**src/hdl/qic_pkg.sv**
```systemverilog
// package: register map, field positions, reset values and codes for the input conditioner
package qic_pkg;
  // ---------------------------------------------------------------
  // register map
  // ---------------------------------------------------------------
  localparam logic [3:0] ADDR_IO_CONTROL = 4'h0;
  localparam logic [3:0] ADDR_EVENT_STATUS = 4'h1;
  localparam logic [3:0] ADDR_IRQ_STATUS = 4'h2;
  localparam logic [3:0] ADDR_IRQ_CLEAR = 4'h3;
  localparam logic [3:0] ADDR_IRQ_ENABLE = 4'h4;
  localparam logic [3:0] ADDR_LE_CMP_LO = 4'h5;
  localparam logic [3:0] ADDR_LE_CMP_HI = 4'h6;
  localparam logic [3:0] ADDR_GE_CMP_LO = 4'h7;
  localparam logic [3:0] ADDR_GE_CMP_HI = 4'h8;
  localparam logic [3:0] ADDR_CAPTURE_LO = 4'h9;
  localparam logic [3:0] ADDR_CAPTURE_HI = 4'hA;
  // ---------------------------------------------------------------
  // io control fields
  // ---------------------------------------------------------------
  localparam int IOC_CAPTURE_EN = 15;
  localparam int IOC_FILTER_EN = 14;
  localparam int IOC_DIV_LSB = 11;
  localparam int IOC_MODE_LSB = 9;
  localparam int IOC_SWAP = 8;
  localparam int IOC_INV_LSB = 4;
  localparam int IOC_LEVEL_LSB = 0;
  localparam logic [15:0] IOC_RW_MASK = 16'hFFF0;
  localparam logic [15:0] IOC_RESET = 16'h0000;
  // ---------------------------------------------------------------
  // event status fields
  // ---------------------------------------------------------------
  localparam int STAT_REF_FLAG = 3;
  localparam int STAT_REF_IEN = 2;
  localparam int STAT_MARK_FLAG = 1;
  localparam int STAT_MARK_IEN = 0;
  localparam logic [15:0] STAT_RESET = 16'h0000;
  // ---------------------------------------------------------------
  // interrupt event bits
  // ---------------------------------------------------------------
  localparam int EV_MARKER = 0;
  localparam int EV_REFERENCE = 1;
  localparam int EV_CAPTURE = 2;
  localparam int EV_CMP_RISE = 3;
  localparam int NUM_EVENTS = 4;
  // ---------------------------------------------------------------
  // filter and mode constants
  // ---------------------------------------------------------------
  localparam logic [1:0] FILTER_STABLE_TICKS = 2'h3;
  localparam int NUM_INPUTS = 4;
  localparam logic [2:0] INIT_MODE_FLAG_A = 3'h3;
  localparam logic [2:0] INIT_MODE_FLAG_B = 3'h4;
  typedef enum logic [1:0] {
    CMP_OFF = 2'b00,
    CMP_AT_OR_ABOVE = 2'b01,
    CMP_AT_OR_BELOW = 2'b10,
    CMP_BETWEEN = 2'b11
  } qic_cmp_mode_t;
endpackage : qic_pkg

```
**src/hdl/qic_core.sv**
```systemverilog
// file: top of the encoder input conditioner with compare output and capture
`timescale 1ns/1ps
module qic_core
  import qic_pkg::*;
(
  input wire logic CORE_CLK_I,
  input wire logic RESET_N_I,
  input wire logic [3:0] REG_ADDR_I,
  input wire logic [15:0] REG_WDATA_I,
  input wire logic REG_WRITE_I,
  input wire logic REG_READ_I,
  output logic [15:0] REG_RDATA_O,
  input wire logic PHASE_A_PIN_I,
  input wire logic PHASE_B_PIN_I,
  input wire logic MARKER_INPUT_PIN_I,
  input wire logic REFERENCE_INPUT_PIN_I,
  input wire logic [31:0] POSITION_COUNT_I,
  input wire logic MARKER_MATCH_I,
  input wire logic [2:0] COUNTER_INIT_MODE_I,
  output logic PHASE_A_O,
  output logic PHASE_B_O,
  output logic MARKER_O,
  output logic REFERENCE_O,
  output logic COMPARE_OUTPUT_PIN_O,
  output logic CAPTURE_STROBE_O,
  output logic IRQ_O
);
  // ---------------------------------------------------------------
  // declarations
  // ---------------------------------------------------------------
  logic [15:0] io_control;
  logic ref_flag;
  logic mark_flag;
  logic ref_ien;
  logic mark_ien;
  logic [31:0] le_value;
  logic [31:0] ge_value;
  logic [31:0] capture_value;
  logic [NUM_EVENTS-1:0] irq_status;
  logic [NUM_EVENTS-1:0] irq_enable;
  logic [NUM_EVENTS-1:0] event_hit;
  logic [6:0] div_cnt;
  logic [6:0] div_limit;
  logic filter_tick;
  logic [3:0] raw_inv;
  logic [3:0] filtered;
  logic [3:0] filtered_d;
  logic cmp_level;
  logic next_cmp;
  logic cmp_prev;
  logic capture_now;
  logic ref_event;
  logic mark_event;
  logic write_ioc;
  logic write_stat;
  logic flag_valid;
  logic [15:0] next_rdata;
  qic_cmp_mode_t cmp_mode;

  // ---------------------------------------------------------------
  // write decode
  // ---------------------------------------------------------------
  // the bus never waits, so each strobe acts in its own cycle;
  // read and write strobes never come together
  assign write_ioc = REG_WRITE_I && REG_ADDR_I == ADDR_IO_CONTROL;
  assign write_stat = REG_WRITE_I && REG_ADDR_I == ADDR_EVENT_STATUS;
  assign cmp_mode = qic_cmp_mode_t'(io_control[IOC_MODE_LSB +: 2]);

  // ---------------------------------------------------------------
  // control registers
  // ---------------------------------------------------------------
  // level bits are never stored, only the writable upper part
  always_ff @(posedge CORE_CLK_I or negedge RESET_N_I) begin
    if (!RESET_N_I) begin
      io_control <= IOC_RESET;
    end else if (write_ioc) begin
      io_control <= REG_WDATA_I & IOC_RW_MASK;
    end
  end

  // compare thresholds, written in halves
  // halves are independent, so software writes both halves
  // of a new threshold before relying on the compare output;
  // a half-written value is compared until the other half is written
  always_ff @(posedge CORE_CLK_I or negedge RESET_N_I) begin
    if (!RESET_N_I) begin
      le_value <= 32'h0000_0000;
      ge_value <= 32'h0000_0000;
    end else if (REG_WRITE_I) begin
      if (REG_ADDR_I == ADDR_LE_CMP_LO) le_value[15:0] <= REG_WDATA_I;
      if (REG_ADDR_I == ADDR_LE_CMP_HI) le_value[31:16] <= REG_WDATA_I;
      if (REG_ADDR_I == ADDR_GE_CMP_LO) ge_value[15:0] <= REG_WDATA_I;
      if (REG_ADDR_I == ADDR_GE_CMP_HI) ge_value[31:16] <= REG_WDATA_I;
    end
  end

  // ---------------------------------------------------------------
  // filter clock divider
  // ---------------------------------------------------------------
  // ratio is 2^code, so limit is that minus one
  // one divider serves all four filters, so their ticks line up;
  // a code change to a limit below the current count only ends the current period early,
  // since the counter is compared with >= rather than ==
  assign div_limit = 7'((8'h01 << io_control[IOC_DIV_LSB +: 3]) - 8'h01);
  assign filter_tick = (div_cnt >= div_limit);

  always_ff @(posedge CORE_CLK_I or negedge RESET_N_I) begin
    if (!RESET_N_I) begin
      div_cnt <= 7'h00;
    end else if (filter_tick) begin
      div_cnt <= 7'h00;
    end else begin
      div_cnt <= div_cnt + 7'h01;
    end
  end

  // ---------------------------------------------------------------
  // polarity, filter and swap
  // ---------------------------------------------------------------
  // bit order: 3 reference, 2 marker, 1 phase b, 0 phase a
  // inversion comes first so the filter and the level bits both
  // see the polarity that software chose
  assign raw_inv = {REFERENCE_INPUT_PIN_I, MARKER_INPUT_PIN_I, PHASE_B_PIN_I, PHASE_A_PIN_I}
                   ^ io_control[IOC_INV_LSB +: 4];

  // one filter per input; the filters keep running while bypassed,
  // so enabling them never shows a stale level for long
  genvar gi;
  generate
    for (gi = 0; gi < NUM_INPUTS; gi = gi + 1) begin : g_filt
      qic_filter u_filter (
        .clk_i(CORE_CLK_I),
        .reset_n_i(RESET_N_I),
        .tick_i(filter_tick),
        .enable_i(io_control[IOC_FILTER_EN]),
        .raw_i(raw_inv[gi]),
        .level_o(filtered[gi])
      );
    end
  endgenerate

  // registered outputs toward the decoder, swap applied here
  // swap after the filter: the filters are identical, so the order
  // does not change the result, and the level bits stay unswapped
  always_ff @(posedge CORE_CLK_I or negedge RESET_N_I) begin
    if (!RESET_N_I) begin
      PHASE_A_O <= 1'b0;
      PHASE_B_O <= 1'b0;
      MARKER_O <= 1'b0;
      REFERENCE_O <= 1'b0;
    end else begin
      PHASE_A_O <= io_control[IOC_SWAP] ? filtered[1] : filtered[0];
      PHASE_B_O <= io_control[IOC_SWAP] ? filtered[0] : filtered[1];
      MARKER_O <= filtered[2];
      REFERENCE_O <= filtered[3];
    end
  end

  // ---------------------------------------------------------------
  // marker and reference events
  // ---------------------------------------------------------------
  // rising edge of the conditioned input is the event
  // events come from the filtered level, so a glitch that the filter
  // drops raises no flag and no interrupt
  always_ff @(posedge CORE_CLK_I or negedge RESET_N_I) begin
    if (!RESET_N_I) begin
      filtered_d <= 4'h0;
    end else begin
      filtered_d <= filtered;
    end
  end
  assign mark_event = filtered[2] & ~filtered_d[2];
  assign ref_event = filtered[3] & ~filtered_d[3];

  // flags: set wins over a same-cycle write-one-to-clear
  // an event lost to a clear would never be seen again,
  // while a flag that stays set is only read once more
  always_ff @(posedge CORE_CLK_I or negedge RESET_N_I) begin
    if (!RESET_N_I) begin
      mark_flag <= 1'b0;
      ref_flag <= 1'b0;
    end else begin
      if (mark_event) mark_flag <= 1'b1;
      else if (write_stat && REG_WDATA_I[STAT_MARK_FLAG]) mark_flag <= 1'b0;
      if (ref_event) ref_flag <= 1'b1;
      else if (write_stat && REG_WDATA_I[STAT_REF_FLAG]) ref_flag <= 1'b0;
    end
  end

  // enable bits in the status register
  // these share the status write with the flag clears, so one
  // write both clears flags and sets the enables
  always_ff @(posedge CORE_CLK_I or negedge RESET_N_I) begin
    if (!RESET_N_I) begin
      mark_ien <= 1'b0;
      ref_ien <= 1'b0;
    end else if (write_stat) begin
      mark_ien <= REG_WDATA_I[STAT_MARK_IEN];
      ref_ien <= REG_WDATA_I[STAT_REF_IEN];
    end
  end

  // reference flag only has meaning in two init modes
  // outside those modes it reads zero rather than a stale flag
  assign flag_valid = (COUNTER_INIT_MODE_I == INIT_MODE_FLAG_A)
                      || (COUNTER_INIT_MODE_I == INIT_MODE_FLAG_B);

  // ---------------------------------------------------------------
  // index capture
  // ---------------------------------------------------------------
  // capture follows the match pulse directly; the strobe tells
  // the counter side that a new value stands in the capture regs
  assign capture_now = io_control[IOC_CAPTURE_EN] & MARKER_MATCH_I;

  always_ff @(posedge CORE_CLK_I or negedge RESET_N_I) begin
    if (!RESET_N_I) begin
      capture_value <= 32'h0000_0000;
      CAPTURE_STROBE_O <= 1'b0;
    end else begin
      CAPTURE_STROBE_O <= capture_now;
      if (capture_now) capture_value <= POSITION_COUNT_I;
    end
  end

  // ---------------------------------------------------------------
  // compare output
  // ---------------------------------------------------------------
  // counts treated as signed, as a position is
  // mode 3 expects ge at or below le; with the values crossed the
  // window is empty and the output stays low
  always_comb begin
    unique case (cmp_mode)
      CMP_OFF: next_cmp = 1'b0;
      CMP_AT_OR_ABOVE: next_cmp = $signed(POSITION_COUNT_I) >= $signed(ge_value);
      CMP_AT_OR_BELOW: next_cmp = $signed(POSITION_COUNT_I) <= $signed(le_value);
      CMP_BETWEEN: next_cmp = ($signed(POSITION_COUNT_I) >= $signed(ge_value))
                              && ($signed(POSITION_COUNT_I) <= $signed(le_value));
    endcase
  end

  always_ff @(posedge CORE_CLK_I or negedge RESET_N_I) begin
    if (!RESET_N_I) begin
      cmp_level <= 1'b0;
      cmp_prev <= 1'b0;
    end else begin
      cmp_level <= next_cmp;
      cmp_prev <= cmp_level;
    end
  end
  // the pin comes straight from a flip-flop, free of compare glitches;
  // the previous level feeds the rising-edge interrupt
  assign COMPARE_OUTPUT_PIN_O = cmp_level;

  // ---------------------------------------------------------------
  // interrupt status, clear and enable
  // ---------------------------------------------------------------
  // marker and reference also obey their own enables in status reg
  // capture and compare events have no enable of their own there,
  // so they always reach the sticky status bits
  assign event_hit[EV_MARKER] = mark_event & mark_ien;
  assign event_hit[EV_REFERENCE] = ref_event & ref_ien;
  assign event_hit[EV_CAPTURE] = capture_now;
  assign event_hit[EV_CMP_RISE] = cmp_level & ~cmp_prev;

  generate
    for (gi = 0; gi < NUM_EVENTS; gi = gi + 1) begin : g_irq
      always_ff @(posedge CORE_CLK_I or negedge RESET_N_I) begin
        if (!RESET_N_I) begin
          irq_status[gi] <= 1'b0;
        end else if (event_hit[gi]) begin
          irq_status[gi] <= 1'b1; // set beats clear
        end else if (REG_WRITE_I && REG_ADDR_I == ADDR_IRQ_CLEAR && REG_WDATA_I[gi]) begin
          irq_status[gi] <= 1'b0;
        end
      end
    end
  endgenerate

  // enable register: masks the interrupt pin only, never the status
  always_ff @(posedge CORE_CLK_I or negedge RESET_N_I) begin
    if (!RESET_N_I) begin
      irq_enable <= '0;
    end else if (REG_WRITE_I && REG_ADDR_I == ADDR_IRQ_ENABLE) begin
      irq_enable <= REG_WDATA_I[NUM_EVENTS-1:0];
    end
  end

  // level interrupt, combinational from registered state
  // a clear and a new event in one cycle keep the pin high
  assign IRQ_O = |(irq_status & irq_enable);

  // ---------------------------------------------------------------
  // read path
  // ---------------------------------------------------------------
  // live levels are after inversion, before filter
  // reading them before the filter lets software see a noisy pin
  // that the filter is still holding back
  always_comb begin
    next_rdata = 16'h0000;
    unique case (REG_ADDR_I)
      ADDR_IO_CONTROL: next_rdata = io_control | {12'h000, raw_inv};
      ADDR_EVENT_STATUS: begin
        next_rdata[STAT_REF_FLAG] = ref_flag & flag_valid;
        next_rdata[STAT_REF_IEN] = ref_ien;
        next_rdata[STAT_MARK_FLAG] = mark_flag;
        next_rdata[STAT_MARK_IEN] = mark_ien;
      end
      ADDR_IRQ_STATUS: next_rdata[NUM_EVENTS-1:0] = irq_status;
      ADDR_IRQ_ENABLE: next_rdata[NUM_EVENTS-1:0] = irq_enable;
      ADDR_LE_CMP_LO: next_rdata = le_value[15:0];
      ADDR_LE_CMP_HI: next_rdata = le_value[31:16];
      ADDR_GE_CMP_LO: next_rdata = ge_value[15:0];
      ADDR_GE_CMP_HI: next_rdata = ge_value[31:16];
      ADDR_CAPTURE_LO: next_rdata = capture_value[15:0];
      ADDR_CAPTURE_HI: next_rdata = capture_value[31:16];
      default: next_rdata = 16'h0000; // unmapped and clear reg read zero
    endcase
  end

  // read data stand for one cycle only, then fall back to zero
  always_ff @(posedge CORE_CLK_I or negedge RESET_N_I) begin
    if (!RESET_N_I) begin
      REG_RDATA_O <= 16'h0000;
    end else if (REG_READ_I) begin
      REG_RDATA_O <= next_rdata;
    end else begin
      REG_RDATA_O <= 16'h0000;
    end
  end
endmodule : qic_core

```
**src/hdl/qic_filter.sv**
```systemverilog
// file: digital glitch filter for one conditioned encoder input
`timescale 1ns/1ps
module qic_filter
  import qic_pkg::*;
(
  input wire logic clk_i,
  input wire logic reset_n_i,
  input wire logic tick_i,
  input wire logic enable_i,
  input wire logic raw_i,
  output logic level_o
);
  logic held;
  logic candidate;
  logic [1:0] stable_cnt;

  // ---------------------------------------------------------------
  // stability counter
  // ---------------------------------------------------------------
  // new level accepted after three stable divided ticks
  always_ff @(posedge clk_i or negedge reset_n_i) begin
    if (!reset_n_i) begin
      held <= 1'b0;
      candidate <= 1'b0;
      stable_cnt <= 2'h0;
    end else if (raw_i != candidate) begin
      candidate <= raw_i; // restart on any change
      stable_cnt <= 2'h0;
    end else if (tick_i && raw_i != held) begin
      if (stable_cnt == FILTER_STABLE_TICKS - 2'h1) begin
        held <= candidate;
        stable_cnt <= 2'h0;
      end else begin
        stable_cnt <= stable_cnt + 2'h1;
      end
    end
  end

  // bypass keeps the raw level when filter disabled
  assign level_o = enable_i ? held : raw_i;
endmodule : qic_filter

```
**config.mk**
```make
export PLATFORM = sky130hd
export DESIGN_NAME = qic_core
export DESIGN_NICKNAME = d
export VERILOG_FILES = /design/src/hdl/qic_pkg.sv /design/src/hdl/qic_core.sv /design/src/hdl/qic_filter.sv
export SDC_FILE = /design/constraint.sdc
export NUM_CORES = 1
export LEC_CHECK = 0
export ABC_CLOCK_PERIOD_IN_PS = 3200
export BUFFER_PORTS_ARGS = -buffer_cell sky130_fd_sc_hd__clkbuf_2
export CELL_PAD_IN_SITES_DETAIL_PLACEMENT = 1
export CELL_PAD_IN_SITES_GLOBAL_PLACEMENT = 1
export CORE_ASPECT_RATIO = 0.8
export CORE_UTILIZATION = 39
export DETAILED_ROUTE_END_ITERATION = 16
export PLACE_DENSITY = 0.81
export SYNTH_ARGS = -nofsm -noshare
export SYNTH_HDL_FRONTEND = slang
export SYNTH_SLANG_ARGS = --single-unit
```
**constraint.sdc**
```tcl
create_clock -name CORE_CLK_I -period 3.2 [get_ports CORE_CLK_I]
set_input_delay 0.16 -clock CORE_CLK_I [delete_from_list [all_inputs] [get_ports CORE_CLK_I]]
set_output_delay 0.16 -clock CORE_CLK_I [all_outputs]
set_load 0.1 [all_outputs]
```
==> results of run 1 <==
[timing repair]
| item | CTS | global route |
|---|---|---|
| gates resized for setup | 1 | 3 |
| setup endpoints to repair | 1 | 9 |
| endpoints found under the hold margin | 80 | 0 |
| hold buffers | 1 | 0 |
| pin swaps | 0 | 1 |
| buffers inserted | 0 | 2 |
[cells in the mapped netlist (all sizes together) (12+ instances only)]
| cell type | count | area [µm²] |
|---|---|---|
| inv | 83 | 312 |
| ha | 73 | 913 |
| a21oi | 34 | 174 |
| a22oi | 41 | 308 |
| nand2 | 50 | 188 |
| a31oi | 18 | 113 |
| o21ai | 15 | 75.1 |
| a21o | 14 | 105 |
| clkbuf | 23 | 86.3 |
| a222oi | 12 | 120 |
| dfrtp | 166 | 4150 |
| nor2 | 22 | 90.1 |
| mux2 | 116 | 1310 |
| nand3 | 12 | 60.1 |
| nand4 | 14 | 87.6 |
[cell type report]
class | count | share of cell area (%)
clock buffers | 24 | 4.58
multi-input cells | 533 | 42.7
repair buffers | 109 | 5.94
well taps | 306 | 3.64
clock inverters | 4 | 0.690
flip-flops and latches | 166 | 39.5
inverters | 83 | 2.96
[flip-flops by register name (all words and copies together), names as in the netlist]
register and flops:
PHASE_A_O 1, ref_flag 1, ref_ien 1, g_filt.u_filter.stable_cnt 8
irq_enable 4, CAPTURE_STROBE_O 1, le_value 32, g_filt.u_filter.held 4
REFERENCE_O 1, div_cnt 7, cmp_prev 1, capture_value 32
filtered_d 1, mark_ien 1, ge_value 32, irq_status 4
REG_RDATA_O 16, mark_flag 1, io_control 12, PHASE_B_O 1
g_filt.u_filter.candidate 4, COMPARE_OUTPUT_PIN_O 1
[layer usage]
layer	part of all wire (%)	track usage, %	up-vias
met5	0	0	-
met4	2.1	7.99	0
met3	5.9	4.40	40
met2	46	37.1	235
met1	46	33.3	3724
li1	-	-	3212
[metrics by stage]
stage	hold WS [ns]	power, µW	setup slack [ns]	instance area (µm²)	instances
after floorplan	-0.136	4640	0.249	9070	815
after global placement	0.280	5300	0.190	9910	1194
after detailed placement	0.278	5440	0.138	9910	1194
after CTS	0.0123	7510	0.0505	10500	1223
after global routing	0.0135	7980	0.00381	10500	1225
final	0.0170	7580	0.197	10500	1225
[path summary, 6_finish.rpt]
| path | endpoint | slack [ns] |
|---|---|---|
| min | capture_value[9]$_DFFE_PN0P_ | 0.02 |
| min reg2reg | irq_status[3]$_DFFE_PN0P_ | 0.42 |
| max reg2reg | g_filt[1].u_filter.stable_cnt[0]$_DFFE_PN0P_ | 0.20 |
| max | g_filt[1].u_filter.stable_cnt[0]$_DFFE_PN0P_ | 0.20 |
| min in group asynchronous | irq_status[3]$_DFFE_PN0P_ | 0.35 |
| max in group asynchronous | ge_value[20]$_DFFE_PN0P_ | 1.88 |
[worst reg2reg max path, delay by kind of cell, from the launching register on]
kind,cells,cell delay [ns]
adders and majority gates,2,0.51
AOI/OAI and AO/OA,5,1.07
and+or+nand+nor,4,0.89
DFF,1,0.37
[kinds of logic (layout without fill, tap and decap cells)]
kind of cell	Yosys count	in the layout	synth area share, %
xor gates and xnor gates	12	12	1.16
muxes	118	118	14.9
AOI/OAI and AO/OA	190	190	15.2
buffers and inverters	116	220	4.92
and+or+nand+nor	139	139	7.81
adders and majority gates	74	74	10.2
DFF	166	166	45.8
[report_power, final]
group | internal, µW | switching [µW] | total (µW) | leakage, µW
combinational | 1030 | 1430 | 2460 | 0.00252
sequential | 2630 | 469 | 3100 | 0.00205
clock | 1190 | 824 | 2020 | 0.000268
==> metrics.md, run 1 <==
| Metric | Value |
|---|---|
| GRT overflow | `0` |
| Fillers | `2,484` |
| Crit path depth | `11` |
| Multi-input gate area | `0.00449 mm²` |
| Pwr Density | `721 mW/mm²` |
| Area Growth Syn to Fin | `15.9%` |
| Share of cells above drive strength 1 | `28.5%` |
| CORE AREA | `0.0226 mm²` |
| # H-tree levels | `4` |
| Fmax | `333 MHz` |
| GP Congestion | `0.873` |
| Largest net degree at the start of global routing | `85` |
| FP Rows | `49` |
| Layout Utilization | `46.5%` |
| DR iter-0 viols | `566` |
| DR vias | `7,211` |
| Port Buf Inserts | `86` |
| Tmin final | `3.00 ns` |
| Min-Delay Path Class | `in -> reg` |
| Worst EP required | `3.48 ns` |
| Seq/Total Area, Yosys | `45.8%` |
| CTS max path bufs | `2` |
| Crit Path Max Fanout | `15` |
| WP data arrival | `3.28 ns` |
| Cells along the critical path | `or3_1 -> ha_2 -> nor3_1 -> a21oi_1 -> o21a_1 -> ha_1 -> nor3_1 -> nor2_1 -> a21o_4 -> a2111o_1 -> o311ai_0` |
| Tcrit/Tclk final | `93.9%` |
| Clock insertion delay at the later pin of the skew report | `0.43 ns` |
| CP peak stage delay | `0.41 ns` |
| Max-cap violation count | `0` |
| Slew @ Worst Pin | `0.984 ns` |
| Antenna Diode Count | `0` |
| Max IR drop VDD | `372 µV` |
| Worst rel slew slack | `34.2%` |
| Die height | `138 µm` |
| Commonest cells after routing, fill and taps aside | `dfrtp_1 (166), mux2_2 (114), clkbuf_2 (85), inv_1 (82), ha_1 (72)` |
| Hold_sp | `POSITION_COUNT_I[9]` |
| Slowest-stage cell, CP | `a2111o_1` |
| WS Path Type | `reg -> reg` |
| Die area | `0.0239 mm²` |
| RSZ-0062 raised after global routing | `false` |
| Hold depth | `2` |
| Total track usage | `23.8%` |
| Post-synth EDFFs | `0` |
| Setup total negative slack | `0 ns` |
| DR pass1 iterations | `8` |
| Flops & latches, synth | `166` |
| Initial core utilization | `40.1%` |
| Clock tree root buffer cell | `clkbuf_16` |
| Reg2Reg Depth | `11` |
| Post-route ant nets | `0` |
| Buf/Inv on CP | `0` |
| Syn Inst Count | `815` |
| Crit end category | `flop` |
| Cell mode on critical path | `nor3_1` |
| Share of synthesized registers carrying an async set or reset | `100%` |
| Avg WL per Cell | `22.6 µm` |
| Yosys warns | `0` |
| Via density | `5.89` |
| DRC | `0` |
| LEAKAGE | `0.00485 µW` |
| Area occupied by registers | `0.00415 mm²` |
| Post-Syn Nets | `952` |
| Commonest non-fill, non-tap cell in the layout | `dfrtp_1` |
| Synthesized area per cell | `11.1 µm²` |
| CTS tree | `yes` |
| # clock sinks | `166` |
| HPWL Detailed | `20,000 µm` |
| Via count of the first global-routing pass | `7,556` |
| Fin nets | `1,047` |
| CP startpoint kind | `flop` |
| CTS buffer count | `17` |
| CTS clk-pin slew, worst paths | `0.06 ns` |
| Crit Reg-Reg Startpoint | `io_control[13]$_DFFE_PN0P_` |
| Netlist cell types | `65` |
| Antenna violations before repair | `0` |
| I/O pin count | `87` |
| Die X | `173 µm` |
| Top cell family by delay on the critical path | `compound AO/OA/AOI/OAI gates` |
| Setup violators final | `0` |
| Worst setup startpoint | `io_control[13]$_DFFE_PN0P_` |
| Max-slew violation count | `0` |
| Status | `completed` |
| Synthesized area | `0.00907 mm²` |
| Clock Skew | `0.00809 ns` |
| Final hold violations | `0` |
| First-pass GRT wire length | `43,500 µm` |
| Synth Flop Type | `dfrtp_1` |
| Wirelength, routed | `27,700 µm` |
Note: power is estimated with default switching activity, not from simulation.
==> run 2, diff against run 1 <==
--- a/config.mk
+++ b/config.mk
@@ -13,4 +13,5 @@
 export CORE_UTILIZATION = 39
 export DETAILED_ROUTE_END_ITERATION = 16
+export HOLD_SLACK_MARGIN = 0.06
 export PLACE_DENSITY = 0.81
 export SYNTH_ARGS = -nofsm -noshare
==> constraint.sdc (replaced) <==
create_clock -name CORE_CLK_I -period 3.2 [get_ports CORE_CLK_I]
set_input_delay 0.16 -clock CORE_CLK_I [delete_from_list [all_inputs] [get_ports CORE_CLK_I]]
set_output_delay 0.16 -clock CORE_CLK_I [all_outputs]
set_load 0.005 [all_outputs]
==> run 2 against run 1 <==
Against the previous run:
- final area rose by 2.6%
- core utilization increased by 1.2 points
- die area unchanged
- final cell count up 2.2%
- flip-flop and latch count unchanged
- power is 3.4% lower
- global-route usage rose by 0.36 points
- worst hold slack improved by 0.052 ns
- clock power about the same
- register-to-register slack about the same
- first-iteration DRC count up 5.5%
==> metrics.md, run 2 (synthesized netlist as in run 1, its figures left out) <==
| Metric | Value |
|---|---|
| Grt met2 use | `38.1%` |
| Initial core utilization | `40.1%` |
| Die height | `138 µm` |
| Crit Path Max Fanout | `15` |
| Area Growth Syn to Fin | `18.9%` |
| Die area | `0.0239 mm²` |
| Worst Hold End | `capture_value[23]$_DFFE_PN0P_` |
| Largest registers | `capture_value: 32 flops, ge_value: 32 flops, le_value: 32 flops` |
| CTS tree | `yes` |
| Routing usage on met3 | `4.15%` |
| Clock tree root buffer cell | `clkbuf_16` |
| Slew @ Worst Pin | `0.967 ns` |
| I/O pin count | `87` |
| Commonest non-fill, non-tap cell in the layout | `dfrtp_1` |
| Crit Reg-Reg Startpoint | `io_control[13]$_DFFE_PN0P_` |
| Tmin final | `3.00 ns` |
| Post-route ant nets | `0` |
| Wirelength, routed | `28,100 µm` |
| First-pass GRT wire length | `44,200 µm` |
| # clock sinks | `166` |
| Setup violators final | `0` |
| DR iter-0 viols | `597` |
| CORE AREA | `0.0226 mm²` |
| Final hold violations | `0` |
| Via count of the first global-routing pass | `7,719` |
| Worst rel slew slack | `35.4%` |
| Min-Delay Path Class | `in -> reg` |
| CP startpoint kind | `flop` |
| WHS | `0.0689 ns` |
| Status | `completed` |
| Worst EP required | `3.48 ns` |
| GP Congestion | `0.873` |
| DR pass1 iterations | `6` |
| DRC | `0` |
| Fillers | `2,473` |
| M1 GR Usage | `33.6%` |
| Hold depth | `2` |
| Port Buf Inserts | `86` |
| Clock insertion delay at the later pin of the skew report | `0.43 ns` |
| CTS buffer count | `17` |
| FP Rows | `49` |
| Final Cell Area | `0.0108 mm²` |
| Total track usage | `24.2%` |
| Reg2Reg Depth | `11` |
| GRT overflow | `0` |
| GRT busiest layer | `met2` |
| Die X | `173 µm` |
| HPWL Detailed | `20,000 µm` |
| Fmax | `333 MHz` |
| R2r endpoint | `g_filt[1].u_filter.stable_cnt[0]$_DFFE_PN0P_` |
| Layout Utilization | `47.7%` |
| # H-tree levels | `4` |
| Clock Skew | `0.00852 ns` |
| Via density | `5.86` |
| CTS clk-pin slew, worst paths | `0.06 ns` |
| Area post-placement | `0.00991 mm²` |
| LEAKAGE | `0.00496 µW` |
| Largest net degree at the start of global routing | `85` |
| Antenna Diode Count | `0` |
| Crit end category | `flop` |
| Max-cap violation count | `0` |
| Share of cells above drive strength 1 | `27.7%` |
| Tcrit/Tclk final | `93.8%` |
| R2r setup slk | `0.20 ns` |
| Multi-input gate area | `0.00449 mm²` |
| Avg WL per Cell | `22.5 µm` |
| WS Path Type | `reg -> reg` |
| Max-slew violation count | `0` |
| CTS max path bufs | `2` |
| WP data arrival | `3.28 ns` |
| DR vias | `7,333` |
| Pwr Density | `679 mW/mm²` |
| Hold_sp | `POSITION_COUNT_I[23]` |
| Commonest cells after routing, fill and taps aside | `dfrtp_1 (166), mux2_2 (114), clkbuf_2 (85), inv_1 (82), ha_1 (72)` |
| Fin nets | `1,074` |
| Max IR drop VDD | `373 µV` |
| RSZ-0062 raised after global routing | `false` |
| Antenna violations before repair | `0` |
| Area occupied by registers | `0.00415 mm²` |
| Setup total negative slack | `0 ns` |
## run 2: cell types whose count changed in the layout (fill, tap and decap cells not counted), sizes merged
cell | before | now
dlygate4sd3 | 1 | 28
## run 2: cell type report
class	instances	area share [%]
clock buffer	24	4.47
clock inverter	4	0.673
inverter	83	2.89
multi-input combinational	533	41.6
sequential	166	38.5
tap	306	3.55
timing repair buffer	136	8.29
## run 2: stage by stage
step,total power [µW],setup slack (ns),cells
after global placement,5020,0.190,1194
after floorplan,4370,0.249,815
after global routing,7740,0.00381,1252
after CTS,7260,0.0505,1250
after detailed placement,5170,0.138,1194
final,7320,0.198,1252
## run 2: how the worst max path moves through the flow
stage          cells after the start                        from                                           end  slack, ns
2_1_floorplan                     14  io_control[11]$_DFFE_PN0P_  g_filt[0].u_filter.stable_cnt[0]$_DFFE_PN0P_       0.25
3_3_place_gp                      11  io_control[13]$_DFFE_PN0P_  g_filt[1].u_filter.stable_cnt[1]$_DFFE_PN0P_       0.19
3_5_place_dp                      11  io_control[13]$_DFFE_PN0P_  g_filt[0].u_filter.stable_cnt[0]$_DFFE_PN0P_       0.14
4_1_cts                           12  io_control[13]$_DFFE_PN0P_  g_filt[1].u_filter.stable_cnt[0]$_DFFE_PN0P_       0.05
5_1_grt                           13  io_control[13]$_DFFE_PN0P_  g_filt[1].u_filter.stable_cnt[0]$_DFFE_PN0P_      0.004
6_report                          11  io_control[13]$_DFFE_PN0P_  g_filt[1].u_filter.stable_cnt[0]$_DFFE_PN0P_       0.20
## run 2: routing by layer
metal	vias up	wire (µm)
met2	249	13000
met3	45	1610
met4	0	605
li1	3268	-
met1	3771	12900
met5	-	0
## run 2: critical path, cell delays in order, from the launching register on
cell      delay, ns
dfrtp_1        0.37
or3_1          0.40
ha_2           0.24
nor3_1         0.20
a21oi_1        0.06
o21a_1         0.18
ha_1           0.27
nor3_1         0.17
nor2_1         0.12
a21o_4         0.30
a2111o_1       0.41
o311ai_0       0.12
## run 2: repair_timing
action | 4_1_cts | 5_1_grt
hold buffers | 28 | 0
setup endpoints to repair | 1 | 9
setup buffers | 0 | 2
gates resized for setup | 1 | 3
pin swaps | 0 | 1
endpoints found under the hold margin | 122 | 0
## run 2: report_power, final
part / switching [µW] / total (µW) / internal, µW / leakage (µW)
Clock: 821 / 2010 / 1190 / 0.000268
Combinational: 1160 / 2210 / 1050 / 0.00264
Sequential: 469 / 3100 / 2630 / 0.00205
